File: src/rtl/nvmcfg_pkg.sv
// package: register map, field layout, reset values and types of the nvm config bank
// Behaviour
// hold clear: sense amps off after read+idle
// hold set: sense amps stay on
// persist clear: arrays reset on system or power-on
// persist set: arrays reset on power-on only
// writable nvm_config register at 0x4003800C
// writable fabric_remap_config register at 0x40038014
// permissions read-only, loaded from programming bits
// read-only shadow_status register at 0x40038148
// read-only per-array busy status at 0x40038158
// any matrix master may read arrays directly
// controller writes unreserved pages, reads reserved only
// busy bits: bit1 second, bit0 first array
// remap bit0 enables, bits 18:1 pick base
// shadow bit0 tells code shadowing configured
package nvmcfg_pkg;

   // byte addresses of the bank on the system map
   localparam logic [31:0] NVMCFG_ADDR_CONFIG   = 32'h4003800C;
   localparam logic [31:0] NVMCFG_ADDR_REMAP    = 32'h40038014;
   localparam logic [31:0] NVMCFG_ADDR_PROTECT  = 32'h40038144;
   localparam logic [31:0] NVMCFG_ADDR_SHADOW   = 32'h40038148;
   localparam logic [31:0] NVMCFG_ADDR_BUSY     = 32'h40038158;

   // field positions
   localparam int NVMCFG_SENSE_BIT      = 16;
   localparam int NVMCFG_PERSIST_BIT    = 15;
   localparam int NVMCFG_REMAP_EN_BIT   = 0;
   localparam int NVMCFG_REMAP_BASE_LSB = 1;
   localparam int NVMCFG_REMAP_BASE_MSB = 18;
   localparam int NVMCFG_SHADOW_BIT     = 0;

   // field masks: only documented fields stick, on writes and on the programmed permissions
   localparam logic [31:0] NVMCFG_CONFIG_MASK  = 32'h00018000;
   localparam logic [31:0] NVMCFG_REMAP_MASK   = 32'h0007FFFF;
   localparam logic [31:0] NVMCFG_PROTECT_MASK = 32'h0000EEEE;

   // reset values
   localparam logic [31:0] NVMCFG_CONFIG_RST  = 32'h00000000;
   localparam logic [31:0] NVMCFG_REMAP_RST   = 32'h00000000;
   localparam logic [31:0] NVMCFG_PROTECT_RST = 32'h0000EEEE;

   // default answer on an unmapped read
   localparam logic [31:0] NVMCFG_UNMAPPED_RD = 32'h00000000;

   // control outputs of the bank towards the arrays and the remap logic
   typedef struct packed {
      logic        sense_amp_hold_on;            // sense amps stay powered
      logic        keep_arrays_across_sys_reset; // system reset spares arrays
      logic        fabric_remap_on;              // remap enabled
      logic [17:0] fabric_remap_base;            // remapped segment base
   } nvmcfg_ctrl_t;

   // bus access decoded to one register
   typedef enum logic [5:0] {
      NVMCFG_SEL_NONE    = 6'h01,
      NVMCFG_SEL_CONFIG  = 6'h02,
      NVMCFG_SEL_REMAP   = 6'h04,
      NVMCFG_SEL_PROTECT = 6'h08,
      NVMCFG_SEL_SHADOW  = 6'h10,
      NVMCFG_SEL_BUSY    = 6'h20
   } nvmcfg_sel_t;

   // access phase of the slave
   typedef enum logic [1:0] {
      NVMCFG_ST_IDLE = 2'h1,
      NVMCFG_ST_DONE = 2'h2
   } nvmcfg_state_t;

endpackage

File: src/rtl/nvmcfg_sense_ctrl.sv
// sense amplifier power control for both arrays
`timescale 1ns/1ps
`default_nettype none
module nvmcfg_sense_ctrl #(
   parameter int NUM_ARRAYS = 2
)(
   // clock and reset
   input  wire logic                  clk_i,
   input  wire logic                  arst_n_i,
   // control
   input  wire logic                  hold_on_i,
   // array activity
   input  wire logic [NUM_ARRAYS-1:0] read_active_i,
   // sense amp enables
   output logic      [NUM_ARRAYS-1:0] sense_amp_en_o
);

   // refuse a width the amp logic cannot serve, at elaboration
   if (NUM_ARRAYS < 1)
   begin : g_bad_width
      $error("need at least one array");
   end

   logic [NUM_ARRAYS-1:0] was_read_q; // previous cycle was a read
   logic [NUM_ARRAYS-1:0] was_read_d;

   assign was_read_d = read_active_i;

   // remember last read; masked by the current read, so with hold clear the amp is on only while read_active_i is high
   always_ff @(posedge clk_i or negedge arst_n_i)
   begin
      if (!arst_n_i)
         was_read_q <= '0;
      else
         was_read_q <= was_read_d;
   end

   genvar g;
   generate
      for (g = 0; g < NUM_ARRAYS; g++)
      begin : g_amp
         // off after a read followed by idle; trades speed for power
         assign sense_amp_en_o[g] = hold_on_i ? 1'b1 :
                                    (read_active_i[g] | was_read_q[g]) & read_active_i[g];
      end
   endgenerate

endmodule // nvmcfg_sense_ctrl
`default_nettype wire

File: src/rtl/nvmcfg_reset_ctrl.sv
// array reset selection between system and power-on reset
`timescale 1ns/1ps
`default_nettype none
module nvmcfg_reset_ctrl (
   // reset sources
   input  wire logic power_on_reset_low_i,
   input  wire logic sys_reset_low_i,
   // control
   input  wire logic persist_i,
   // reset to the arrays
   output logic      array_reset_low_o
);

   // persist keeps array contents/state through a system reset
   assign array_reset_low_o = persist_i ? power_on_reset_low_i
                                        : (power_on_reset_low_i & sys_reset_low_i);

endmodule // nvmcfg_reset_ctrl
`default_nettype wire

File: src/rtl/nvmcfg_regs.sv
// nvm system configuration register bank with avalon-mm slave
`timescale 1ns/1ps
`default_nettype none
module nvmcfg_regs #(
   parameter int NUM_ARRAYS = 2
)(
   // clock and reset (reset is the system reset)
   input  wire logic                       clk_i,
   input  wire logic                       arst_n_i,
   // power-on reset level from the supply monitor
   input  wire logic                       power_on_reset_low_i,
   // avalon-mm slave
   input  wire logic [31:0]                avs_address_i,
   input  wire logic                       avs_read_i,
   input  wire logic                       avs_write_i,
   input  wire logic [31:0]                avs_writedata_i,
   input  wire logic [3:0]                 avs_byteenable_i,
   output logic      [31:0]                avs_readdata_o,
   output logic                            avs_waitrequest_o,
   output logic      [1:0]                 avs_response_o,
   // programming-time configuration bits
   input  wire logic [31:0]                prog_permissions_i,
   input  wire logic                       prog_shadow_en_i,
   // array status
   input  wire logic [NUM_ARRAYS-1:0]      per_array_busy_i,
   input  wire logic [NUM_ARRAYS-1:0]      read_active_i,
   // controls to the arrays
   output nvmcfg_pkg::nvmcfg_ctrl_t        ctrl_o,
   output logic      [NUM_ARRAYS-1:0]      sense_amp_en_o,
   output logic                            array_reset_low_o,
   output logic      [31:0]                region_access_permissions_o
);

   // refuse an array count the busy layout cannot serve, at elaboration
   if (NUM_ARRAYS != 2)
   begin : g_bad_arrays
      $error("busy layout serves exactly two arrays");
   end

   // registers
   logic [31:0] config_q;      // nvm_config
   logic [31:0] config_d;
   logic [31:0] remap_q;       // fabric_remap_config
   logic [31:0] remap_d;
   logic [31:0] protect_q;     // region_access_permissions
   logic [31:0] protect_d;
   logic        shadow_q;      // shadow_status bit
   logic        shadow_d;
   logic [1:0]  busy_q;        // array_busy_status
   logic [1:0]  busy_d;
   logic        loaded_q;      // programming bits captured
   logic        loaded_d;
   logic [31:0] rdata_q;       // read data
   logic [31:0] rdata_d;
   logic [1:0]  resp_q;        // response code
   logic [1:0]  resp_d;
   logic        persist_keep_q; // persist bit as it stood before system reset
   logic        persist_keep_d;
   nvmcfg_pkg::nvmcfg_state_t state_q;
   nvmcfg_pkg::nvmcfg_state_t state_d;

   // decode one address to a register select
   function automatic nvmcfg_pkg::nvmcfg_sel_t decode(input logic [31:0] a);
      case (a)
         nvmcfg_pkg::NVMCFG_ADDR_CONFIG:  decode = nvmcfg_pkg::NVMCFG_SEL_CONFIG;
         nvmcfg_pkg::NVMCFG_ADDR_REMAP:   decode = nvmcfg_pkg::NVMCFG_SEL_REMAP;
         nvmcfg_pkg::NVMCFG_ADDR_PROTECT: decode = nvmcfg_pkg::NVMCFG_SEL_PROTECT;
         nvmcfg_pkg::NVMCFG_ADDR_SHADOW:  decode = nvmcfg_pkg::NVMCFG_SEL_SHADOW;
         nvmcfg_pkg::NVMCFG_ADDR_BUSY:    decode = nvmcfg_pkg::NVMCFG_SEL_BUSY;
         default:                         decode = nvmcfg_pkg::NVMCFG_SEL_NONE;
      endcase
   endfunction

   // merge write data into a register under byte enables and a field mask
   function automatic logic [31:0] merge(input logic [31:0] old, input logic [31:0] wd,
                                         input logic [3:0] be, input logic [31:0] mask);
      logic [31:0] lane;
      lane = {{8{be[3]}}, {8{be[2]}}, {8{be[1]}}, {8{be[0]}}} & mask;
      merge = (old & ~lane) | (wd & lane);
   endfunction

   // decode and strobes
   nvmcfg_pkg::nvmcfg_sel_t sel;
   wire         req      = avs_read_i | avs_write_i;
   wire         in_idle  = (state_q == nvmcfg_pkg::NVMCFG_ST_IDLE);
   wire         take     = req & in_idle;
   wire         wr_take  = take & avs_write_i;
   wire         wr_cfg   = wr_take & (sel == nvmcfg_pkg::NVMCFG_SEL_CONFIG);
   wire         wr_remap = wr_take & (sel == nvmcfg_pkg::NVMCFG_SEL_REMAP);
   wire         unmapped = (sel == nvmcfg_pkg::NVMCFG_SEL_NONE);
   logic [31:0] rd_mux;

   assign sel = decode(avs_address_i);

   // read selection; reserved bits read zero
   always_comb
   begin
      case (sel)
         nvmcfg_pkg::NVMCFG_SEL_CONFIG:  rd_mux = config_q;
         nvmcfg_pkg::NVMCFG_SEL_REMAP:   rd_mux = remap_q;
         nvmcfg_pkg::NVMCFG_SEL_PROTECT: rd_mux = protect_q;
         nvmcfg_pkg::NVMCFG_SEL_SHADOW:  rd_mux = {31'h00000000, shadow_q};
         nvmcfg_pkg::NVMCFG_SEL_BUSY:    rd_mux = {30'h00000000, busy_q};
         default:                        rd_mux = nvmcfg_pkg::NVMCFG_UNMAPPED_RD;
      endcase
   end

   // next values; read-only registers ignore writes without error
   assign config_d  = wr_cfg ? merge(config_q, avs_writedata_i, avs_byteenable_i,
                                     nvmcfg_pkg::NVMCFG_CONFIG_MASK) : config_q;
   assign remap_d   = wr_remap ? merge(remap_q, avs_writedata_i, avs_byteenable_i,
                                       nvmcfg_pkg::NVMCFG_REMAP_MASK) : remap_q;
   // permissions come only from the programmed bits, captured once after reset
   assign protect_d = loaded_q ? protect_q
                               : (prog_permissions_i & nvmcfg_pkg::NVMCFG_PROTECT_MASK);
   assign shadow_d  = loaded_q ? shadow_q : prog_shadow_en_i;
   assign loaded_d  = 1'b1;
   // busy sampled every cycle; bit1 second array, bit0 first
   assign busy_d    = {per_array_busy_i[1], per_array_busy_i[0]};
   assign rdata_d   = (take & avs_read_i) ? rd_mux : rdata_q;
   assign resp_d    = take ? (unmapped ? 2'b11 : 2'b00) : resp_q;
   assign state_d   = take ? nvmcfg_pkg::NVMCFG_ST_DONE : nvmcfg_pkg::NVMCFG_ST_IDLE;

   // register storage, system reset domain
   always_ff @(posedge clk_i or negedge arst_n_i)
   begin
      if (!arst_n_i)
      begin
         config_q  <= nvmcfg_pkg::NVMCFG_CONFIG_RST;
         remap_q   <= nvmcfg_pkg::NVMCFG_REMAP_RST;
         protect_q <= nvmcfg_pkg::NVMCFG_PROTECT_RST;
         shadow_q  <= 1'b0;
         loaded_q  <= 1'b0;
      end
      else
      begin
         config_q  <= config_d;
         remap_q   <= remap_d;
         protect_q <= protect_d;
         shadow_q  <= shadow_d;
         loaded_q  <= loaded_d;
      end
   end

   // bus side state and status sampling
   always_ff @(posedge clk_i or negedge arst_n_i)
   begin
      if (!arst_n_i)
      begin
         busy_q  <= 2'h0;
         rdata_q <= 32'h00000000;
         resp_q  <= 2'h0;
         state_q <= nvmcfg_pkg::NVMCFG_ST_IDLE;
      end
      else
      begin
         busy_q  <= busy_d;
         rdata_q <= rdata_d;
         resp_q  <= resp_d;
         state_q <= state_d;
      end
   end

   // persist copy outlives the register's own reset; power-on clears it, and the first clock after system reset reloads the cleared bit;
   // frozen while system reset is low, lags a write by one clock
   assign persist_keep_d = arst_n_i ? config_q[nvmcfg_pkg::NVMCFG_PERSIST_BIT] : persist_keep_q;

   // persist copy storage, power-on reset domain
   always_ff @(posedge clk_i or negedge power_on_reset_low_i)
   begin
      if (!power_on_reset_low_i)
         persist_keep_q <= 1'b0;
      else
         persist_keep_q <= persist_keep_d;
   end

   // one wait cycle per access: answer lands the cycle after the take
   assign avs_waitrequest_o = req & in_idle;
   assign avs_readdata_o    = rdata_q;
   assign avs_response_o    = resp_q;

   // control fields out to the arrays and the fabric remap decoder
   assign ctrl_o.sense_amp_hold_on            = config_q[nvmcfg_pkg::NVMCFG_SENSE_BIT];
   assign ctrl_o.keep_arrays_across_sys_reset = config_q[nvmcfg_pkg::NVMCFG_PERSIST_BIT];
   assign ctrl_o.fabric_remap_on              = remap_q[nvmcfg_pkg::NVMCFG_REMAP_EN_BIT];
   assign ctrl_o.fabric_remap_base            =
      remap_q[nvmcfg_pkg::NVMCFG_REMAP_BASE_MSB:nvmcfg_pkg::NVMCFG_REMAP_BASE_LSB];
   // permissions feed the array access checks of every matrix master
   assign region_access_permissions_o = protect_q;

   // sense amp power
   nvmcfg_sense_ctrl #(
      .NUM_ARRAYS (NUM_ARRAYS)
   ) u_sense (
      .clk_i          (clk_i),
      .arst_n_i       (arst_n_i),
      .hold_on_i      (config_q[nvmcfg_pkg::NVMCFG_SENSE_BIT]),
      .read_active_i  (read_active_i),
      .sense_amp_en_o (sense_amp_en_o)
   );

   // array reset source selection
   nvmcfg_reset_ctrl u_rst (
      .power_on_reset_low_i (power_on_reset_low_i),
      .sys_reset_low_i      (arst_n_i),
      .persist_i            (persist_keep_q),
      .array_reset_low_o    (array_reset_low_o)
   );

endmodule // nvmcfg_regs
`default_nettype wire

File: config.mk
export PLATFORM = sky130hd
export DESIGN_NAME = nvmcfg_regs
export DESIGN_NICKNAME = d
export VERILOG_FILES = /design/src/rtl/nvmcfg_pkg.sv /design/src/rtl/nvmcfg_sense_ctrl.sv /design/src/rtl/nvmcfg_reset_ctrl.sv /design/src/rtl/nvmcfg_regs.sv
export SDC_FILE = /design/constraint.sdc
export NUM_CORES = 1
export LEC_CHECK = 0
export BUFFER_PORTS_ARGS = -buffer_cell sky130_fd_sc_hd__buf_2
export CORE_UTILIZATION = 39
export DETAILED_ROUTE_END_ITERATION = 10
export PLACE_DENSITY = 0.86
export SETUP_SLACK_MARGIN = 0.15
export SYNTH_ARGS = -nofsm -noshare
export SYNTH_HDL_FRONTEND = slang
export SYNTH_HIERARCHICAL = 1
export SYNTH_SLANG_ARGS = --single-unit
File: constraint.sdc
create_clock -name clk_i -period 2.6 [get_ports clk_i]
set_clock_uncertainty 0.1 [all_clocks]
set_input_delay 0.39 -clock clk_i [delete_from_list [all_inputs] [get_ports clk_i]]
set_output_delay 0.39 -clock clk_i [all_outputs]
set_load 0.01 [all_outputs]
Word-level counts from Yosys, hierarchy flattened
Cells that the tools add are included.
{"block": "totals", "rom_bits": 0, "reg_bits": 119, "in_bits": 110, "memories": 0, "latchBits": 0, "elab_cells": 49, "ramBits": 0}
{"block": "classes", "n_shift": 0, "bitwise_logic": 19, "div_mod_pow": 0, "order_cmp": 0, "n_mul": 0, "n_addsub": 0, "n_eq_ne": 12, "muxes": 7, "reduce_logical": 0}
{"op": "== test 32 x 31 -> 1 bit, second input constant", "count": 5}
{"op": "one-hot mux 32 bit (5 select lines)", "count": 1}
{"op": "bitwise AND 32 bit", "count": 2}
{"op": "bitwise OR 32 bit", "count": 2}
{"op": "bitwise AND 32 x 17 -> 32 bit", "count": 1}
{"op": "bitwise AND 32 x 19 -> 32 bit", "count": 1}
{"op": "NOT 17 -> 32 bit", "count": 1}
{"op": "NOT 19 -> 32 bit", "count": 1}
{"op": "one-hot mux 6 bit (5 select lines)", "count": 1}
{"op": "bitwise AND 1 bit", "count": 8}
{"op": "== test 6 x 1 -> 1 bit, second input constant", "count": 1}
{"op": "== test 6 x 2 -> 1 bit, second input constant", "count": 1}
{"op": "== test 6 x 3 -> 1 bit, second input constant", "count": 1}
{"op": "== test 6 x 4 -> 1 bit, second input constant", "count": 1}
{"op": "== test 6 x 5 -> 1 bit, second input constant", "count": 1}
{"op": "== test 6 bit, second input constant", "count": 1}
{"op": "two-way mux 2 bit", "count": 2}
{"op": "two-way mux 1 bit", "count": 3}
{"op": "bitwise OR 1 bit", "count": 3}
{"op": "== test 2 x 1 -> 1 bit, second input constant", "count": 1}

Depth between registers and ports, before layout
Gate-level depths: netlist of the first run.
{"block": "logic_depth", "word_depth": 4, "mapped_depth": 5, "depth_no_buf": 4}

Hierarchy
Netlist of the first run, hierarchy kept.
{"module": "nvmcfg_regs", "n_inst": 1, "cells_each": 229, "seq_area_each_um2": 1517.7, "area_each_um2": 2951.6}
{"module": "nvmcfg_sense_ctrl", "n_inst": 1, "cells_each": 2, "seq_area_each_um2": 0.0, "area_each_um2": 12.5}
{"module": "nvmcfg_reset_ctrl", "n_inst": 1, "cells_each": 1, "seq_area_each_um2": 0.0, "area_each_um2": 7.5}

Worst setup path after synthesis of the first run
Ideal clock, no wire load.
{"block": "synth_path", "path_type": "in2reg", "from": "input avs_address_i[7]", "to": "register (tool-made name)", "cell_stages": 5, "setup_time_ns": 0.125, "arrival_ns": 1.953, "path_slack_ns": 0.423, "cell_sequence": "nor4_1 nand4_2 buf_6 nor4_4 mux2_2"}
{"element": "start: declaration", "line": "nvmcfg_regs.sv:13", "text": "input wire logic [31:0] avs_address_i,"}

Worst setup path in the final report of the first run
{"block": "layout_path", "from": "register state_q[0]", "to": "output avs_waitrequest_o"}
{"block": "layout_between", "elab_chain_cells": 2}
{"element": "start: declaration", "line": "nvmcfg_regs.sv:59", "text": "nvmcfg_pkg::nvmcfg_state_t state_q;"}
{"element": "start signal: assignment", "line": "nvmcfg_regs.sv:153", "text": "state_q <= nvmcfg_pkg::NVMCFG_ST_IDLE;"}
{"element": "start signal: assignment", "line": "nvmcfg_regs.sv:160", "text": "state_q <= state_d;"}
{"element": "== test 2 x 1 -> 1 bit", "line": "nvmcfg_regs.sv:85", "text": "wire in_idle = (state_q == nvmcfg_pkg::NVMCFG_ST_IDLE);"}
{"element": "bitwise AND 1 bit", "line": "nvmcfg_regs.sv:178", "text": "assign avs_waitrequest_o = req & in_idle;"}
{"element": "end: declaration", "line": "nvmcfg_regs.sv:19", "text": "output logic avs_waitrequest_o,"}
No other way between the ends.

==> flow_summary.ini, run 1 <==
[status]
outcome = finished clean

[synth]
netlist-cell-type-count = 45
synth-seq-cells = 60
syn_area_sq_mm = 0.002972
synth_edf_count = 0
async_flop_share_pct = 100.0
synthFlopType = dfrtp_1
ys_seq_area_share_pct = 51.07
ys_warn_count = 6
syn_area_per_cell_sq_um = 12.81
synth_cells = 232

[sta]
rsz0062_at_grt = false
final-hold-violation-count = 0
setup_viol = 0
fin_crit_sh_pct = 80.60
final.min_clock_period_ns = 2.096
finalSetupTns_ns = 0
maxSlewHeadroom_pct = 50.76
drv_slew = 0
fmax_mhz = 477.2
worst_pin_slew_ns = 0.7387

[grt]
antenna_found_initial = 1
grt.total_usage_pct = 18.82
grt-ovfl-total = 0
grt_start_max_net_pins = 60
grt_pass1_wl_um = 10830
grt_pass1_vias = 2215

[setup_path]
worstSetupEndpointType = output pin
cp.arrival_ns = 1.61
crit_type = flip-flop to output pin
cp_max_fo = 5
startpoint_type = flip-flop
critPathRequiredTime_ns = 2.11

[place]
place.gp.congestion = 0.8274
dp_hpwl_um = 5302
port_buffers = 133

[cells_and_area]
layout_commonest_cell = buf_2
syn2layout_area_growth_pct = 29.39
fillers = 678
regArea_sq_mm = 0.001518
nets = 488
utilization_pct = 52.73
multi_input_area_sq_mm = 0.001265
diodes = 0
drive_above_1_share_pct = 57.18
mostFrequentLayoutCells = buf_2 (133), dfrtp_1 (47), mux2_2 (35)

[clocking]
cts_max_path_buffers = 2
htree_levels = 3
path_clk_slew_ns = 0.07
numCtsBuffers = 9
cts_tree = done
cts_root_buf = clkbuf_8
clk_latency_ns = 0.33
cts_sinks = 60

[route]
wl_per_cell_um = 14.83
routed_wl_um = 7148
detailedRoute.firstPassIterationCount = 4
drtIter0Drc = 83
ant_nets = 0
drt-vias-per-instance = 4.834
num_vias = 2330
drc_errors = 0

[die]
dieHeight_um = 89.29
row_count = 31
coreArea_sq_mm = 0.007292
die_w_um = 89.29
initial_utilization_pct = 40.75
dieArea_sq_mm = 0.007973
io_pins = 201

[power_and_ir_drop]
p_leak_nw = 2.048
vdd_drop_max_mv = 0.3003
p_per_area_mw_per_mm2 = 525.6

[flow_run]
max-cap-violations = 0

[hold_path]
hp-class = input port to flip-flop
## power by group
part / total, W / switching, W / internal (W)
Clock: 0.000712 / 0.000348 / 0.000365
Sequential: 0.00103 / 0.0000379 / 0.000993
Combinational: 0.000278 / 0.000164 / 0.000114
Total: 0.00202 / 0.000550 / 0.00147
## cell type report
cell class,count,share of cell area [%]
clock buffer,11,3.677
clock inverter,5,0.7159
inverter,3,0.2929
multi-input combinational,159,32.90
sequential,60,39.47
tap,99,3.222
timing repair buffer,145,19.72
## cells by family after synthesis
| logic type | Yosys count | synth area share, % |
|---|---|---|
| multiplexers | 36 | 13.60 |
| flip-flops | 60 | 51.07 |
| AND/OR/NAND/NOR | 62 | 16.72 |
| AO/OA/AOI/OAI | 27 | 7.958 |
| buffers and inverters | 45 | 10.40 |
| other | 2 | 0.2527 |
## Yosys cell counts, drive strengths merged (3+ instances only)
library cell	count	area (sq um)
nand2	8	30.03
or3	3	18.77
nor2	3	11.26
nand4b	4	35.03
dfstp	13	341.6
clkbuf	3	11.26
and2	11	68.81
mux2	35	394.1
inv	3	11.26
nor4	13	147.6
or2	3	18.77
buf	39	286.5
a22o	5	43.79
a221o	11	110.1
nor4b	3	47.54
dfrtp	47	1176
## worst max-delay path: stages (launching register included)
cell and delay (ns):
dfstp_2 0.56, nor3b_1 0.48, buf_2 0.23
## timing repair
item,CTS,global route
setup buffers,0,0
resized for setup,0,0
endpoints found under the setup margin,0,0
hold buffers,1,0
hold endpoints to repair,1,0
## metrics by stage
stage	setup slack (ns)	std cells	area, sq um	power (W)	hold slack [ns]
after floorplan	0.4226	264	3092	0.001212	-0.005591
after global routing	0.3865	482	3845	0.002121	0.04836
after CTS	0.4817	482	3845	0.002047	0.04552
after global placement	0.2735	465	3666	0.001308	0.07091
final	0.5043	482	3845	0.002021	0.06517
after detailed placement	0.2262	465	3666	0.001323	0.07283
## final timing paths
path / from / end / slack (ns) / cells after the start
max: state_q[0]$_DFF_PN1_ / avs_waitrequest_o / 0.50 / 2
min: per_array_busy_i[0] / busy_q[0]$_DFF_PN0_ / 0.07 / 1
max reg2reg: state_q[0]$_DFF_PN1_ / flip-flop / 0.62 / 4
min reg2reg: avs_readdata_o[15]$_DFFE_PN0P_ / avs_readdata_o[15]$_DFFE_PN0P_ / 0.37 / 2
max in group asynchronous: arst_n_i / busy_q[0]$_DFF_PN0_ / 1.72 / 2
min in group asynchronous: arst_n_i / avs_readdata_o[12]$_DFFE_PN0P_ / 0.19 / 2
## metal layers
layer  global-route usage (%)  share of wire (%)
met1                    22.67                 44
met2                    31.58                 49
met3                    5.171                6.1
met4                    8.369                1.4
met5                        0               0.18
(Power assumes the default switching activity.)
==> run 2, diff against run 1 <==
Clock period 2.6 ns to 2 ns, I/O delays scaled along.
==> flow_summary.ini, run 2 (synthesis gave the netlist of run 1 again) <==
[sta]
final-hold-violation-count = 0
drv_slew = 0
worst_pin_slew_ns = 0.7675
setup_viol = 0
rsz0062_at_grt = true
fmax_mhz = 519.0
hold_slack_ns = 0.05725
final.min_clock_period_ns = 1.927
fin_crit_sh_pct = 96.34
maxSlewHeadroom_pct = 48.83
finalWorstSetupSlack_ns = 0.07319

[setup_path]
cp_max_fo = 6
cp.arrival_ns = 2.09
cp_slowest_stage_delay_ns = 0.56
worstPathCellList = nand3b_1 -> or4_4 -> nor4_4 -> buf_4 -> a221o_1
crit_type = flip-flop to flip-flop
critPathSlowestCell = dfstp_2
critPathRequiredTime_ns = 2.17
worstSetupEndpointType = flip-flop
startpoint_type = flip-flop

[cells_and_area]
drive_above_1_share_pct = 60.74
regArea_sq_mm = 0.001518
utilization_pct = 58.53
nets = 510
layout_commonest_cell = buf_2
syn2layout_area_growth_pct = 43.62
multi_input_area_sq_mm = 0.001375
mostFrequentLayoutCells = buf_2 (133), dfrtp_1 (47), conb_1 (34)
fillers = 617
diodes = 0

[route]
ant_nets = 0
detailedRoute.firstPassIterationCount = 4
routed_wl_um = 7699
dr_wl_met3_um = 452
top_layer_used = met4
met1_length_um = 3210
num_vias = 2461
drtIter0Drc = 72
drc_errors = 0
drt-vias-per-instance = 4.883
wl_met2_um = 3886
wl_per_cell_um = 15.28

[power_and_ir_drop]
power_switching_w = 0.0007978
p_per_area_mw_per_mm2 = 712.9
vdd_drop_max_mv = 0.5088
p_leak_nw = 2.233
pwr-share-seq_pct = 44.0
comb_power_share_pct = 16.6
total_power_w = 0.003042
p_clk_share_pct = 39.4
power.internal_w = 0.002245
swShare_pct = 26.22

[place]
dpl_worst_slack_ns = -0.1615
port_buffers = 133
dp_hpwl_um = 5499
place.gp.congestion = 0.8311

[clocking]
cts_sinks = 60
path_clk_slew_ns = 0.08
clk_latency_ns = 0.33
cts_tree = done
numCtsBuffers = 9
cts_root_buf = clkbuf_8
cts_max_path_buffers = 2
htree_levels = 3

[grt]
grt_pass1_wl_um = 11380
grt-ovfl-total = 0
grt_start_max_net_pins = 60
grt_pass1_vias = 2369
antenna_found_initial = 0
grt.total_usage_pct = 19.80

[flow_run]
max-cap-violations = 0

[die]
dieArea_sq_mm = 0.007973
io_pins = 201
die_w_um = 89.29
dieHeight_um = 89.29
row_count = 31
initial_utilization_pct = 40.75
coreArea_sq_mm = 0.007292

[hold_path]
hp-class = input port to async pin

[status]
outcome = finished clean
run 2: area by class of cell:
cell class / instances / share of cell area, %
clock inverters: 6 / 2.082
clock buffers: 10 / 2.990
repair buffers: 167 / 23.98
inverters: 3 / 0.2639
well taps: 99 / 2.902
flip-flops and latches: 60 / 35.56
multi-input cells: 159 / 32.22
run 2: worst paths after layout:
kind / startpoint / to / slack [ns] / cells after the start
max: state_q[0]$_DFF_PN1_ / avs_readdata_o[2]$_DFFE_PN0P_ / 0.07 / 5
min: arst_n_i / async pin / 0.06 / 2
max reg2reg: state_q[0]$_DFF_PN1_ / avs_readdata_o[2]$_DFFE_PN0P_ / 0.07 / 5
min reg2reg: avs_readdata_o[16]$_DFFE_PN0P_ / avs_readdata_o[16]$_DFFE_PN0P_ / 0.38 / 2
max in group asynchronous: arst_n_i / avs_readdata_o[2]$_DFFE_PN0P_ / 1.23 / 2
min in group clk_i: avs_writedata_i[11] / flip-flop / 0.09 / 2
run 2: power groups by stage:
stage          Clock, W  Combinational [W]  Sequential (W)
3_5_place_dp          0           0.000412         0.00136
2_1_floorplan         0           0.000224         0.00136
5_1_grt         0.00128           0.000543         0.00135
4_1_cts         0.00123           0.000426         0.00134
3_3_place_gp          0           0.000401         0.00135
6_report        0.00120           0.000504         0.00134
run 2: what timing repair did:
action	CTS	global route
endpoints found under the hold margin	3	0
pin swaps	10	7
buffers inserted	2	3
endpoints found under the setup margin	21	25
resized for setup	1	10
hold buffers	3	0
run 2: per-layer routing:
| layer | up-vias | GRT usage, % |
|---|---|---|
| met3 | 13 | 4.340 |
| met4 | 0 | 9.524 |
| met1 | 1190 | 23.27 |
| met2 | 132 | 34.35 |
| met5 | - | 0 |
| li1 | 1126 | - |
run 2: worst max-delay path: cells and delay by family, from the launching register on:
kind / cells / cell delay (ns)
AND/OR/NAND/NOR: 3 / 0.84
buffers and inverters: 1 / 0.20
flip-flops: 1 / 0.56
AO/OA/AOI/OAI: 1 / 0.15
run 2: per-stage QoR:
step / instances / cell area [sq um] / setup TNS (ns)
floorplan: 264 / 3171 / -0.4468
global placement: 480 / 3911 / -2.139
detailed placement: 480 / 3911 / -2.499
CTS: 501 / 4179 / 0
global route: 504 / 4268 / -0.04763
finish: 504 / 4268 / 0
